--- src/hdl/ccr_pkg.sv ---
package ccr_pkg;

  // ==========================================================================
  // Register addresses and pages
  localparam logic [7:0] CCR_ADDR_CMP2_CTRL = 8'h9a;
  localparam logic [7:0] CCR_ADDR_CMP2_MODE = 8'h9b;
  localparam logic [7:0] CCR_ADDR_CMP2_MUX  = 8'h9c;
  localparam logic [7:0] CCR_ADDR_CMP1_MODE = 8'h9e;
  localparam logic [7:0] CCR_ADDR_CMP1_MUX  = 8'h9f;
  localparam logic [7:0] CCR_PAGE_BASE      = 8'h00;
  localparam logic [7:0] CCR_PAGE_ALT       = 8'h10;

  // ==========================================================================
  // Field positions
  localparam int unsigned CCR_BIT_ENABLE = 7;
  localparam int unsigned CCR_BIT_OUT    = 6;
  localparam int unsigned CCR_BIT_RISE   = 5;
  localparam int unsigned CCR_BIT_FALL   = 4;
  localparam int unsigned CCR_HYP_LSB    = 2;
  localparam int unsigned CCR_HYN_LSB    = 0;
  localparam int unsigned CCR_MODE_LSB   = 0;
  localparam int unsigned CCR_NSEL_LSB   = 4;
  localparam int unsigned CCR_PSEL_LSB   = 0;

  // ==========================================================================
  // Values after reset
  localparam logic [1:0] CCR_MODE_RESET = 2'h2;
  localparam logic [1:0] CCR_HYST_RESET = 2'h0;
  localparam logic [3:0] CCR_SEL_RESET  = 4'h7;
  localparam logic [7:0] CCR_BYTE_ZERO  = 8'h00;

  // ==========================================================================
  // Carriers
  typedef struct packed {
    logic [7:0] addr;
    logic [7:0] page;
    logic       wr;
    logic       rd;
    logic [7:0] wdata;
  } ccr_sfr_req_t;

  typedef struct packed {
    logic [3:0] neg;
    logic [3:0] pos;
  } ccr_mux_sel_t;

  typedef struct packed {
    logic       enable;
    logic [1:0] pos_hyst;
    logic [1:0] neg_hyst;
    logic [1:0] mode;
  } ccr_cmp_ctl_t;

  typedef struct packed {
    logic sync1;
    logic sync2;
    logic prev;
  } ccr_sync_state_t;

  typedef struct packed {
    logic         cmp1_rise_irq_en;
    logic         cmp1_fall_irq_en;
    logic [1:0]   cmp1_response_mode;
    ccr_mux_sel_t cmp1_sel;
    ccr_cmp_ctl_t cmp2_ctl;
    logic         cmp2_rise_flag;
    logic         cmp2_fall_flag;
    logic         cmp2_rise_irq_en;
    logic         cmp2_fall_irq_en;
    ccr_mux_sel_t cmp2_sel;
    logic [7:0]   rdata;
    logic         cmp1_irq;
    logic         cmp2_irq;
  } ccr_state_t;

endpackage

--- src/hdl/ccr_edge_sync.sv ---
`timescale 1ns/10ps

module ccr_edge_sync (
  input  wire logic clk_in,
  input  wire logic reset_in,
  input  wire logic raw_in,
  input  wire logic enable_in,
  output logic      level_out,
  output logic      rise_out,
  output logic      fall_out
);

  ccr_pkg::ccr_sync_state_t q;
  ccr_pkg::ccr_sync_state_t d;

  // ==========================================================================
  // Two-stage synchroniser and history
  always_comb begin
    d       = q;
    d.sync1 = raw_in;
    d.sync2 = q.sync1;
    d.prev  = q.sync2;
  end

  always_ff @(posedge clk_in) begin
    if (reset_in) begin
      q <= '0;
    end else begin
      q <= d;
    end
  end

  // Edges only count while enabled; a dead core must not raise flags
  assign level_out = q.sync2;
  assign rise_out  = enable_in & q.sync2 & ~q.prev;
  assign fall_out  = enable_in & ~q.sync2 & q.prev;

endmodule

--- src/hdl/ccr_regs.sv ---
`timescale 1ns/10ps

//
// Contract
// - Mode register bits 7:6 and 3:2 read zero; writes there ignored.
// - First mode bit 5: rising interrupt enable, read/write, resets 0.
// - First mode bit 4: falling interrupt enable, read/write, resets 0.
// - First mode bits 1:0: response mode to core, resets to 10.
// - Control bit 7 enable read/write; bit 6 reads live output state.
// - Control bit 5 set on rising output edge; cleared by writing 0.
// - Control bit 4 set on falling output edge; cleared by writing 0.
// - Control bits 3:2 positive hysteresis code to core, resets 00.
// - Control bits 1:0 negative hysteresis code to core, resets 00.
// - Second mode bits 5 and 4: rise and fall interrupt enables.
// - Second mode bits 1:0: response mode, resets to 10.
// - Control register at 0x9A only on page 0x10, resets zero.
// - Second mode register at 0x9B only on page 0x10.
// - First mode register at 0x9E on page 0x00.
// - Each comparator has its own positive and negative select register.
// - Select registers are independent, so pins may be shared freely.
module ccr_regs (
  input  wire logic                   clk_in,
  input  wire logic                   reset_in,
  input  wire ccr_pkg::ccr_sfr_req_t  sfr_req_in,
  output logic [7:0]                  sfr_rdata_out,
  input  wire logic                   cmp1_rise_flag_in,
  input  wire logic                   cmp1_fall_flag_in,
  input  wire logic                   cmp2_raw_in,
  output logic [1:0]                  cmp1_response_mode_out,
  output ccr_pkg::ccr_mux_sel_t       cmp1_sel_out,
  output ccr_pkg::ccr_cmp_ctl_t       cmp2_ctl_out,
  output ccr_pkg::ccr_mux_sel_t       cmp2_sel_out,
  output logic                        cmp1_irq_out,
  output logic                        cmp2_irq_out
);

  ccr_pkg::ccr_state_t q;
  ccr_pkg::ccr_state_t d;
  logic                cmp2_level;
  logic                cmp2_rise_evt;
  logic                cmp2_fall_evt;
  logic                hit_c2_ctrl;
  logic                hit_c2_mode;
  logic                hit_c2_mux;
  logic                hit_c1_mode;
  logic                hit_c1_mux;

  // ==========================================================================
  // Decode helpers
  function automatic logic f_hit(
    input ccr_pkg::ccr_sfr_req_t req,
    input logic [7:0]            addr,
    input logic [7:0]            page
  );
    f_hit = (req.addr == addr) && (req.page == page);
  endfunction

  // Reserved positions are forced to zero here
  function automatic logic [7:0] f_mode_byte(
    input logic       rise_en,
    input logic       fall_en,
    input logic [1:0] mode
  );
    logic [7:0] b;
    b                              = ccr_pkg::CCR_BYTE_ZERO;
    b[ccr_pkg::CCR_BIT_RISE]       = rise_en;
    b[ccr_pkg::CCR_BIT_FALL]       = fall_en;
    b[ccr_pkg::CCR_MODE_LSB +: 2]  = mode;
    f_mode_byte = b;
  endfunction

  function automatic logic [7:0] f_sel_byte(
    input ccr_pkg::ccr_mux_sel_t sel
  );
    logic [7:0] b;
    b                              = ccr_pkg::CCR_BYTE_ZERO;
    b[ccr_pkg::CCR_NSEL_LSB +: 4]  = sel.neg;
    b[ccr_pkg::CCR_PSEL_LSB +: 4]  = sel.pos;
    f_sel_byte = b;
  endfunction

  // ==========================================================================
  // Comparator output synchroniser and edge detector
  ccr_edge_sync u_cmp2_edge (
    .clk_in    (clk_in),
    .reset_in  (reset_in),
    .raw_in    (cmp2_raw_in),
    .enable_in (q.cmp2_ctl.enable),
    .level_out (cmp2_level),
    .rise_out  (cmp2_rise_evt),
    .fall_out  (cmp2_fall_evt)
  );

  // ==========================================================================
  // Address and page decode
  assign hit_c2_ctrl = f_hit(sfr_req_in, ccr_pkg::CCR_ADDR_CMP2_CTRL,
                             ccr_pkg::CCR_PAGE_ALT);
  assign hit_c2_mode = f_hit(sfr_req_in, ccr_pkg::CCR_ADDR_CMP2_MODE,
                             ccr_pkg::CCR_PAGE_ALT);
  assign hit_c2_mux  = f_hit(sfr_req_in, ccr_pkg::CCR_ADDR_CMP2_MUX,
                             ccr_pkg::CCR_PAGE_ALT);
  assign hit_c1_mode = f_hit(sfr_req_in, ccr_pkg::CCR_ADDR_CMP1_MODE,
                             ccr_pkg::CCR_PAGE_BASE);
  assign hit_c1_mux  = f_hit(sfr_req_in, ccr_pkg::CCR_ADDR_CMP1_MUX,
                             ccr_pkg::CCR_PAGE_BASE);

  // ==========================================================================
  // Next state
  always_comb begin
    d = q;

    // First comparator mode; reserved bits never stored
    if (sfr_req_in.wr && hit_c1_mode) begin
      d.cmp1_rise_irq_en   = sfr_req_in.wdata[ccr_pkg::CCR_BIT_RISE];
      d.cmp1_fall_irq_en   = sfr_req_in.wdata[ccr_pkg::CCR_BIT_FALL];
      d.cmp1_response_mode = sfr_req_in.wdata[ccr_pkg::CCR_MODE_LSB +: 2];
    end

    // Select registers kept apart, no arbitration over shared pins
    if (sfr_req_in.wr && hit_c1_mux) begin
      d.cmp1_sel.neg = sfr_req_in.wdata[ccr_pkg::CCR_NSEL_LSB +: 4];
      d.cmp1_sel.pos = sfr_req_in.wdata[ccr_pkg::CCR_PSEL_LSB +: 4];
    end
    if (sfr_req_in.wr && hit_c2_mux) begin
      d.cmp2_sel.neg = sfr_req_in.wdata[ccr_pkg::CCR_NSEL_LSB +: 4];
      d.cmp2_sel.pos = sfr_req_in.wdata[ccr_pkg::CCR_PSEL_LSB +: 4];
    end

    // Control register; the output state bit is not writable
    if (sfr_req_in.wr && hit_c2_ctrl) begin
      d.cmp2_ctl.enable   = sfr_req_in.wdata[ccr_pkg::CCR_BIT_ENABLE];
      d.cmp2_ctl.pos_hyst = sfr_req_in.wdata[ccr_pkg::CCR_HYP_LSB +: 2];
      d.cmp2_ctl.neg_hyst = sfr_req_in.wdata[ccr_pkg::CCR_HYN_LSB +: 2];
      d.cmp2_rise_flag    = sfr_req_in.wdata[ccr_pkg::CCR_BIT_RISE];
      d.cmp2_fall_flag    = sfr_req_in.wdata[ccr_pkg::CCR_BIT_FALL];
    end

    // Edge sets after the write so a clearing write cannot lose an event
    if (cmp2_rise_evt) begin
      d.cmp2_rise_flag = 1'h1;
    end
    if (cmp2_fall_evt) begin
      d.cmp2_fall_flag = 1'h1;
    end

    // Second comparator mode
    if (sfr_req_in.wr && hit_c2_mode) begin
      d.cmp2_rise_irq_en = sfr_req_in.wdata[ccr_pkg::CCR_BIT_RISE];
      d.cmp2_fall_irq_en = sfr_req_in.wdata[ccr_pkg::CCR_BIT_FALL];
      d.cmp2_ctl.mode    = sfr_req_in.wdata[ccr_pkg::CCR_MODE_LSB +: 2];
    end

    // Read data captured on the strobe; unmapped reads return zero
    if (sfr_req_in.rd) begin
      d.rdata = ccr_pkg::CCR_BYTE_ZERO;
      if (hit_c1_mode) begin
        d.rdata = f_mode_byte(q.cmp1_rise_irq_en, q.cmp1_fall_irq_en,
                              q.cmp1_response_mode);
      end
      if (hit_c2_mode) begin
        d.rdata = f_mode_byte(q.cmp2_rise_irq_en, q.cmp2_fall_irq_en,
                              q.cmp2_ctl.mode);
      end
      if (hit_c1_mux) begin
        d.rdata = f_sel_byte(q.cmp1_sel);
      end
      if (hit_c2_mux) begin
        d.rdata = f_sel_byte(q.cmp2_sel);
      end
      if (hit_c2_ctrl) begin
        d.rdata[ccr_pkg::CCR_BIT_ENABLE]     = q.cmp2_ctl.enable;
        d.rdata[ccr_pkg::CCR_BIT_OUT]        = cmp2_level;
        d.rdata[ccr_pkg::CCR_BIT_RISE]       = q.cmp2_rise_flag;
        d.rdata[ccr_pkg::CCR_BIT_FALL]       = q.cmp2_fall_flag;
        d.rdata[ccr_pkg::CCR_HYP_LSB +: 2]   = q.cmp2_ctl.pos_hyst;
        d.rdata[ccr_pkg::CCR_HYN_LSB +: 2]   = q.cmp2_ctl.neg_hyst;
      end
    end

    // Requests built from next values so they line up with the flags
    d.cmp1_irq = (cmp1_rise_flag_in & d.cmp1_rise_irq_en) |
                 (cmp1_fall_flag_in & d.cmp1_fall_irq_en);
    d.cmp2_irq = (d.cmp2_rise_flag & d.cmp2_rise_irq_en) |
                 (d.cmp2_fall_flag & d.cmp2_fall_irq_en);
  end

  // ==========================================================================
  // State register
  always_ff @(posedge clk_in) begin
    if (reset_in) begin
      q                    <= '0;
      q.cmp1_response_mode <= ccr_pkg::CCR_MODE_RESET;
      q.cmp2_ctl.mode      <= ccr_pkg::CCR_MODE_RESET;
      q.cmp2_ctl.pos_hyst  <= ccr_pkg::CCR_HYST_RESET;
      q.cmp2_ctl.neg_hyst  <= ccr_pkg::CCR_HYST_RESET;
      q.cmp1_sel.neg       <= ccr_pkg::CCR_SEL_RESET;
      q.cmp1_sel.pos       <= ccr_pkg::CCR_SEL_RESET;
      q.cmp2_sel.neg       <= ccr_pkg::CCR_SEL_RESET;
      q.cmp2_sel.pos       <= ccr_pkg::CCR_SEL_RESET;
    end else begin
      q <= d;
    end
  end

  // ==========================================================================
  // Outputs, all straight from the state register
  assign sfr_rdata_out          = q.rdata;
  assign cmp1_response_mode_out = q.cmp1_response_mode;
  assign cmp1_sel_out           = q.cmp1_sel;
  assign cmp2_ctl_out           = q.cmp2_ctl;
  assign cmp2_sel_out           = q.cmp2_sel;
  assign cmp1_irq_out           = q.cmp1_irq;
  assign cmp2_irq_out           = q.cmp2_irq;
endmodule

--- config.mk ---
export PLATFORM = sky130hd
export DESIGN_NAME = ccr_regs
export DESIGN_NICKNAME = d
export VERILOG_FILES = /design/src/hdl/ccr_pkg.sv /design/src/hdl/ccr_edge_sync.sv /design/src/hdl/ccr_regs.sv
export SDC_FILE = /design/constraint.sdc
export NUM_CORES = 1
export LEC_CHECK = 0
export ABC_AREA = 1
export BUFFER_PORTS_ARGS = -buffer_cell sky130_fd_sc_hd__buf_2
export CAP_MARGIN = 15
export CORE_ASPECT_RATIO = 2
export CORE_UTILIZATION = 45
export DETAILED_ROUTE_END_ITERATION = 7
export PLACE_DENSITY_LB_ADDON = 0.1
export SYNTH_ARGS = -nofsm -noshare
export SYNTH_HDL_FRONTEND = slang
export SYNTH_HIERARCHICAL = 1
export SYNTH_SLANG_ARGS = --single-unit
--- constraint.sdc ---
create_clock -name clk_in -period 2 [get_ports clk_in]
set_input_delay 0.4 -clock clk_in [delete_from_list [all_inputs] [get_ports clk_in]]
set_output_delay 0.4 -clock clk_in [all_outputs]
set_load 0.02 [all_outputs]
# == Word level (Yosys, flattened, before mapping) ==
# Cells that the tools add are included.
# Widths: inputs -> output; s select.
# op_classes
reduce_logical,11
bitwise,12
n_mux,10
eq_ne,6
# ops
operator,n
$eq 8x8->1 const B,5
$mux 8,4
$logic_and 1x1->1,10
$and 1x1->1,8
$eq 8x5->1 const B,1
$logic_not 8->1,1
$mux 6,1
$mux 2,2
$mux 4,1
$mux 1,2
$not 1->1,2
$or 1x1->1,2
# totals
output_inout_bits,35
register_bits,44
wordCells,60

# == Logic depth before layout (Yosys ltp) ==
# Gate-level depths: netlist of the first run.
# logic_depth
ltp_word,7
mapped_depth,12
depth_no_buf,12

# == Cells and area by module ==
# Netlist of the first run, hierarchy kept.
# by_module_without_submodules
mod,area_per_inst_um2,seq_area_each_um2,cells_each,instances
ccr_regs,2217.1,820.8,306,1
ccr_edge_sync,97.6,60.1,13,1

# == Least setup slack after synthesis of the first run ==
# No wires, ideal clock.
# synth_timing
path_type,input to register
from,in sfr_req_in[11] in the netlist's numbering
to,"reg q, in the netlist cmp2_sel_out[7]"
cell_stages,8
arrival_time_ps,1484
path_slack_ps,400
t_required_ps,1885
cell_sequence,nor2_1 nand2_2 nor2_8 nand3b_4 or2_1 buf_6 o21ai_2 a21oi_2
# synth_via
elab_chain_cells,3
# synth_rtl
item,line_no,text
start: declaration,ccr_regs.sv:24,"input wire ccr_pkg::ccr_sfr_req_t sfr_req_in,"
$eq 8x5->1,ccr_regs.sv:55,f_hit = (req.addr == addr) && (req.page == page);
$logic_and 1x1->1,ccr_regs.sv:55,
$logic_and 1x1->1,ccr_regs.sv:124,if (sfr_req_in.wr && hit_c2_mux) begin
end: declaration,ccr_regs.sv:37,ccr_pkg::ccr_state_t q;
# No other way between the ends.
# A chain may end at the register's enable or synchronous reset.

# == Worst setup path in the final report of the first run ==
# layout_timing
from,in sfr_req_in[11] in the netlist's numbering
to,"reg q, in the netlist cmp2_sel_out[3]"
# Same word-level chain as after synthesis.

==> qor.csv, run 1 <==
metric,value,unit
outcome,"complete, no violations",
whs_endpoint,u_cmp2_edge/d[1],
arrival,1700,ps
synthSimpleGateAreaFrac,31.9,%
r2r_cells,6,
ys_types,31,
rsz0062_at_grt,false,
clkLatencyLatePin,290,ps
port-buffer-count,65,
yosys_warnings,6,
synthFlopType,dfxtp_1,
power_leakage,1.33,nW
crit_type,input pin to flop,
synth_commonest_cells,"52 x nand2_1, 44 x dfxtp_1, 40 x nand3_1",
cts_root_buffer,clkbuf_8,
drive_gt1_share,30.2,%
syn_avg_cell_area,7.26,sq um
start_kind,input pin,
dr_total_vias,2106,
timing.critical_path.depth,8,
setup_viol,0,
n_antenna_cell,0,
rows,36,
endpoint_kind,flop,
dp_hpwl,4560,um
finalHoldViolations,0,
routed_wl,6010,um
fmax,654,MHz
post_drt_via_cell_ratio,5.04,
slew_headroom,70.3,%
slowest_delay,380,ps
synth_top_area_share,38.1,%
grt_max_degree,29,
final_cell_area,2600,sq um
dieWidth,52.7,um
reg2reg_slack,1120,ps
drt-pass1-iter-count,4,
crit_required,2180,ps
io_pins,66,
ys_seq_elements,44,
worst-path-buf-inv,1,
drv_slew,0,
hold_buffers,0,
period_share,76.5,%
cts_setup_buffers,0,
netlist_instances,319,
fin_crit,1530,ps
cts_made_buffers,5,
core,4910,sq um
fillCellCount,527,
htreeDepth,2,
cap_viol_max_count,0,
nNetsFinal,391,
wl_per_cell,14.4,um
clkSinkCount,44,
cts_tree,yes,
grt_pass1_wl,9420,um
grt_pass1_vias,2016,
fin_tns_setup,0,ps
grt-ovfl-total,0,
cts_buffer_depth,2,
clk_pin_slew,80,ps
cts_resized,0,
grtUsageTotal,24.1,%
finalPower,0.00159,W
post_dp_cell_area,2510,sq um
fp.dieH,103,um
synth_mux_area_share,0,%
synthToLayoutAreaGrowth,12.4,%
hold_depth,3,
post-route-drc-count,0,
tightestPinTransition,445,ps
synth.most_common_cell,nand2_1,
die-area,5450,sq um
synthAdderAreaFrac,0,%
utilization,53.0,%
crit_path_max_fanout,11,
synth_top_family_by_area,simple AND/OR/NAND/NOR gates,
synth_edf_count,0,
postRouteAntennaNets,0,
ir_drop,0.525,mV
netlist_area,2310,sq um
async_flop_share,0,%
gp_congestion,0.809,
startpoint,sfr_req_in[11],
finalWorstSetupSlack,471,ps
start_util,47.1,%
synth_compound_area_share,12.2,%
slowest_stage,or2_1,
rr_startpoint,cmp2_ctl_out[1],
min_path_type,input pin to flop,
synth-xor-area-share,0,%
drt_iter0_drc,25,
crit_family,simple AND/OR/NAND/NOR gates,
reg2reg_to,sfr_rdata_out[1],
cp_cell_sequence,buf_2 > nor2_1 > nand2_2 > nor2_8 > nand3b_4 > or2_1 > o21ai_1 > a21oi_2,
synthesis.nets,350,
dpl_worst_slack,168,ps
finalClockSkew,3.05,ps
hp-start,cmp2_raw_in,
ys_seq_area_share,38.1,%
synth_top_area_cell,dfxtp_1,
power.density,610,nW/um^2
antenna_found_initial,0,
synth.area.top_cells,"dfxtp_1 38%, buf_4 11%, nand3_1 8.6%",
[flip-flops by register name, summed over array words and instances (netlist names)]
| register | cells |
|---|---|
| cmp1_sel_out | 8 |
| sfr_rdata_out | 8 |
| u_cmp2_edge/d | 1 |
| u_cmp2_edge/level_out | 1 |
| cmp2_ctl_out | 7 |
| cmp2_sel_out | 8 |
| q | 6 |
| cmp1_irq_out | 1 |
| u_cmp2_edge/q | 1 |
| cmp1_response_mode_out | 2 |
| cmp2_irq_out | 1 |
[metrics by stage]
| stage | hold slack [ps] | instances |
|---|---|---|
| 5_1_grt | 324 | 418 |
| 4_1_cts | 304 | 418 |
| 3_5_place_dp | 408 | 410 |
| 3_3_place_gp | 393 | 410 |
| 6_report | 308 | 418 |
| 2_1_floorplan | 388 | 319 |
[logic make-up (layout without fill, tap and decap cells)]
logic type	count (synthesis)	after routing
buffers and inverters	75	117
and+or+nand+nor	150	150
AOI/OAI and AO/OA	50	50
DFF	44	44
[where the power goes]
group	leakage (nW)	internal [W]	switching [W]
sequential	0.356	0.000881	0.00000296
clock	0.0455	0.000282	0.000300
combinational	0.931	0.0000444	0.0000755
[per-layer routing]
layer | up-vias | wire [um] | track usage, %
li1 | 1078 | - | -
met1 | 947 | 2280 | 24.8
met2 | 65 | 3270 | 43.8
met3 | 16 | 208 | 3.65
met4 | 0 | 246 | 14.6
met5 | - | 0 | 0
[cell type report]
cell class	instances	area, sq um	area share, %
clock buffers	8	90.1	3.46
inverters	34	128	4.90
well taps	57	71.3	2.74
multi-input cells	200	1020	39.2
repair buffers	75	413	15.9
flip-flops and latches	44	881	33.8
[worst max-delay path by stage]
stage,slack [ps],end
after CTS,470,cmp2_sel_out[3]
final,470,cmp2_sel_out[3]
after global placement,230,cmp2_sel_out[3]
after floorplan,400,cmp2_sel_out[7]
after global routing,360,cmp2_irq_out
after detailed placement,170,cmp2_sel_out[3]
[cell usage in the layout, fill, tap and decap left out, types with 3 or more instances in the layout]
master,count
nand2_1,52
o21ai_1,26
inv_1,27
a21oi_1,10
nand3_1,40
nor2_4,4
nor2_2,3
buf_2,65
a31oi_1,3
nand2_2,7
nor2_1,33
inv_2,7
buf_4,9
o21ai_0,4
dfxtp_1,44
clkbuf_8,6
[worst reg2reg max path, stage by stage, from the launching register on]
cell and delay [ps]:
dfxtp_1 380, nand3_1 90, nand2_1 70, nor2_1 40, nand3_1 60, nand2_1 50, a21oi_1 120
(Power assumes the default switching activity.)
==> inputs of run 2 (changes only) <==
==> constraint.sdc (replaced) <==
create_clock -name clk_in -period 1.37 [get_ports clk_in]
set_input_delay 0.274 -clock clk_in [delete_from_list [all_inputs] [get_ports clk_in]]
set_output_delay 0.274 -clock clk_in [all_outputs]
set_load 0.02 [all_outputs]
==> run 2 against run 1 <==
  * First-iteration DRC count up 16%
  * Cell count rose by 6.5%
  * Non-clock buffer count grew 28
  * Clock power rose by 35%
  * Final area rose by 8.8%
  * Global-route usage down 1.4 points
  * Register-to-register slack worse by 640 ps
  * Clock-buffer cell count down 3
  * Utilization up 4.7 points
  * Critical path depth rose by 2
  * Clock skew up 1.5 ps
  * Via count rose by 3.9%
  * Largest power group unchanged
==> qor.csv, run 2 (same netlist as run 1, synthesis figures left out) <==
metric,value,unit
dp_hpwl,4790,um
post-route-drc-count,0,
setup_viol,0,
postRouteAntennaNets,0,
power.density,802,nW/um^2
nNetsFinal,419,
grt_max_degree,14,
gp_congestion,0.829,
wl_per_cell,13.3,um
die-area,5450,sq um
endpoint_kind,flop,
fillCellCount,535,
post_dp_cell_area,2750,sq um
tightestPinTransition,395,ps
startpoint,sfr_req_in[17],
final_cell_mix,"65 x buf_2, 50 x nand2_1, 44 x dfxtp_1, 40 x nand3_1, 37 x buf_4",
drt-pass1-iter-count,4,
fmax,792,MHz
drive_gt1_share,37.1,%
fin_crit,1260,ps
synthToLayoutAreaGrowth,22.3,%
grt-ovfl-total,0,
cts_made_buffers,5,
crit_required,1600,ps
cts_resized,0,
hold_buffers,0,
hp-start,cmp2_raw_in,
finalHoldViolations,0,
drt_iter0_drc,29,
start_util,47.1,%
arrival,1490,ps
start_kind,input pin,
dieWidth,52.7,um
finalPower,0.00227,W
power_leakage,1.46,nW
min_path_type,input pin to flop,
fp.dieH,103,um
final_cell_area,2830,sq um
ir_drop,0.732,mV
outcome,"complete, no violations",
rr_startpoint,cmp1_response_mode_out[1],
cts_setup_buffers,0,
n_antenna_cell,0,
antenna_found_initial,0,
clkSinkCount,44,
crit_path_max_fanout,7,
clkLatencyLatePin,290,ps
cts_tree,yes,
grt_pass1_wl,8980,um
grtUsageTotal,22.7,%
hold-worst-slack,177,ps
io_pins,66,
finalWorstSetupSlack,107,ps
crit_type,input pin to flop,
routed_wl,5920,um
fin_tns_setup,0,ps
rows,36,
rsz0062_at_grt,false,
grt_pass1_vias,1977,
cts_buffer_depth,2,
finalClockSkew,4.53,ps
final_common_cell,buf_2,
dpl_worst_slack,-201,ps
slew_headroom,73.6,%
dr_total_vias,2189,
cap_viol_max_count,0,
clk_pin_slew,80,ps
port-buffer-count,65,
drv_slew,0,
cts_root_buffer,clkbuf_8,
htreeDepth,2,
period_share,92.2,%
post_drt_via_cell_ratio,4.92,
core,4910,sq um
## run 2: changes by cell type in the layout (fill, tap and decap cells not counted), sizes merged
cell	delta
clkinv	+1
buf	+28
clkbuf	-3
clkinvlp	+1
## run 2: layout make-up
cell class	instances	area (sq um)	share of cell area [%]
Multi-Input combinational cell	200	1050	37.0
Sequential cell	44	881	31.1
Timing Repair Buffer	103	623	22.0
Inverter	34	128	4.51
Tap cell	57	71.3	2.52
Clock buffer	5	68.8	2.43
Clock inverter	2	12.5	0.442
## run 2: metal layers
metal	routed length (um)	track usage (%)
met1	2270	22.5
met2	3380	45.9
met3	192	2.78
met4	75	6.88
met5	0	0
## run 2: worst paths after layout
check | to | slack (ps) | cells after the start
max | cmp2_ctl_out[5] | 110 | 10
min | u_cmp2_edge/d[1] | 180 | 3
max reg2reg | sfr_rdata_out[1] | 480 | 6
min reg2reg | u_cmp2_edge/level_out | 410 | 2
## run 2: power by group
| part | switching [W] | total [W] | internal [W] | leakage (nW) |
|---|---|---|---|---|
| clock | 0.000441 | 0.000787 | 0.000346 | 0.0400 |
| sequential | 0.00000470 | 0.00129 | 0.00129 | 0.356 |
| combinational | 0.000115 | 0.000193 | 0.0000779 | 1.07 |
## run 2: worst max-delay path: stages
cell	delay (ps)
buf_2	110
nor2_4	110
nand2_2	90
nor2_8	160
buf_4	160
nand3b_4	120
nor2_4	150
buf_4	150
o21ai_1	50
nor2_1	100
## run 2: stage by stage
stage / std cells / utilization, %
after detailed placement: 438 / 56.0
after global placement: 438 / 56.0
after floorplan: 319 / -
final: 445 / 57.7
after CTS: 445 / 57.7
after global routing: 445 / 57.7
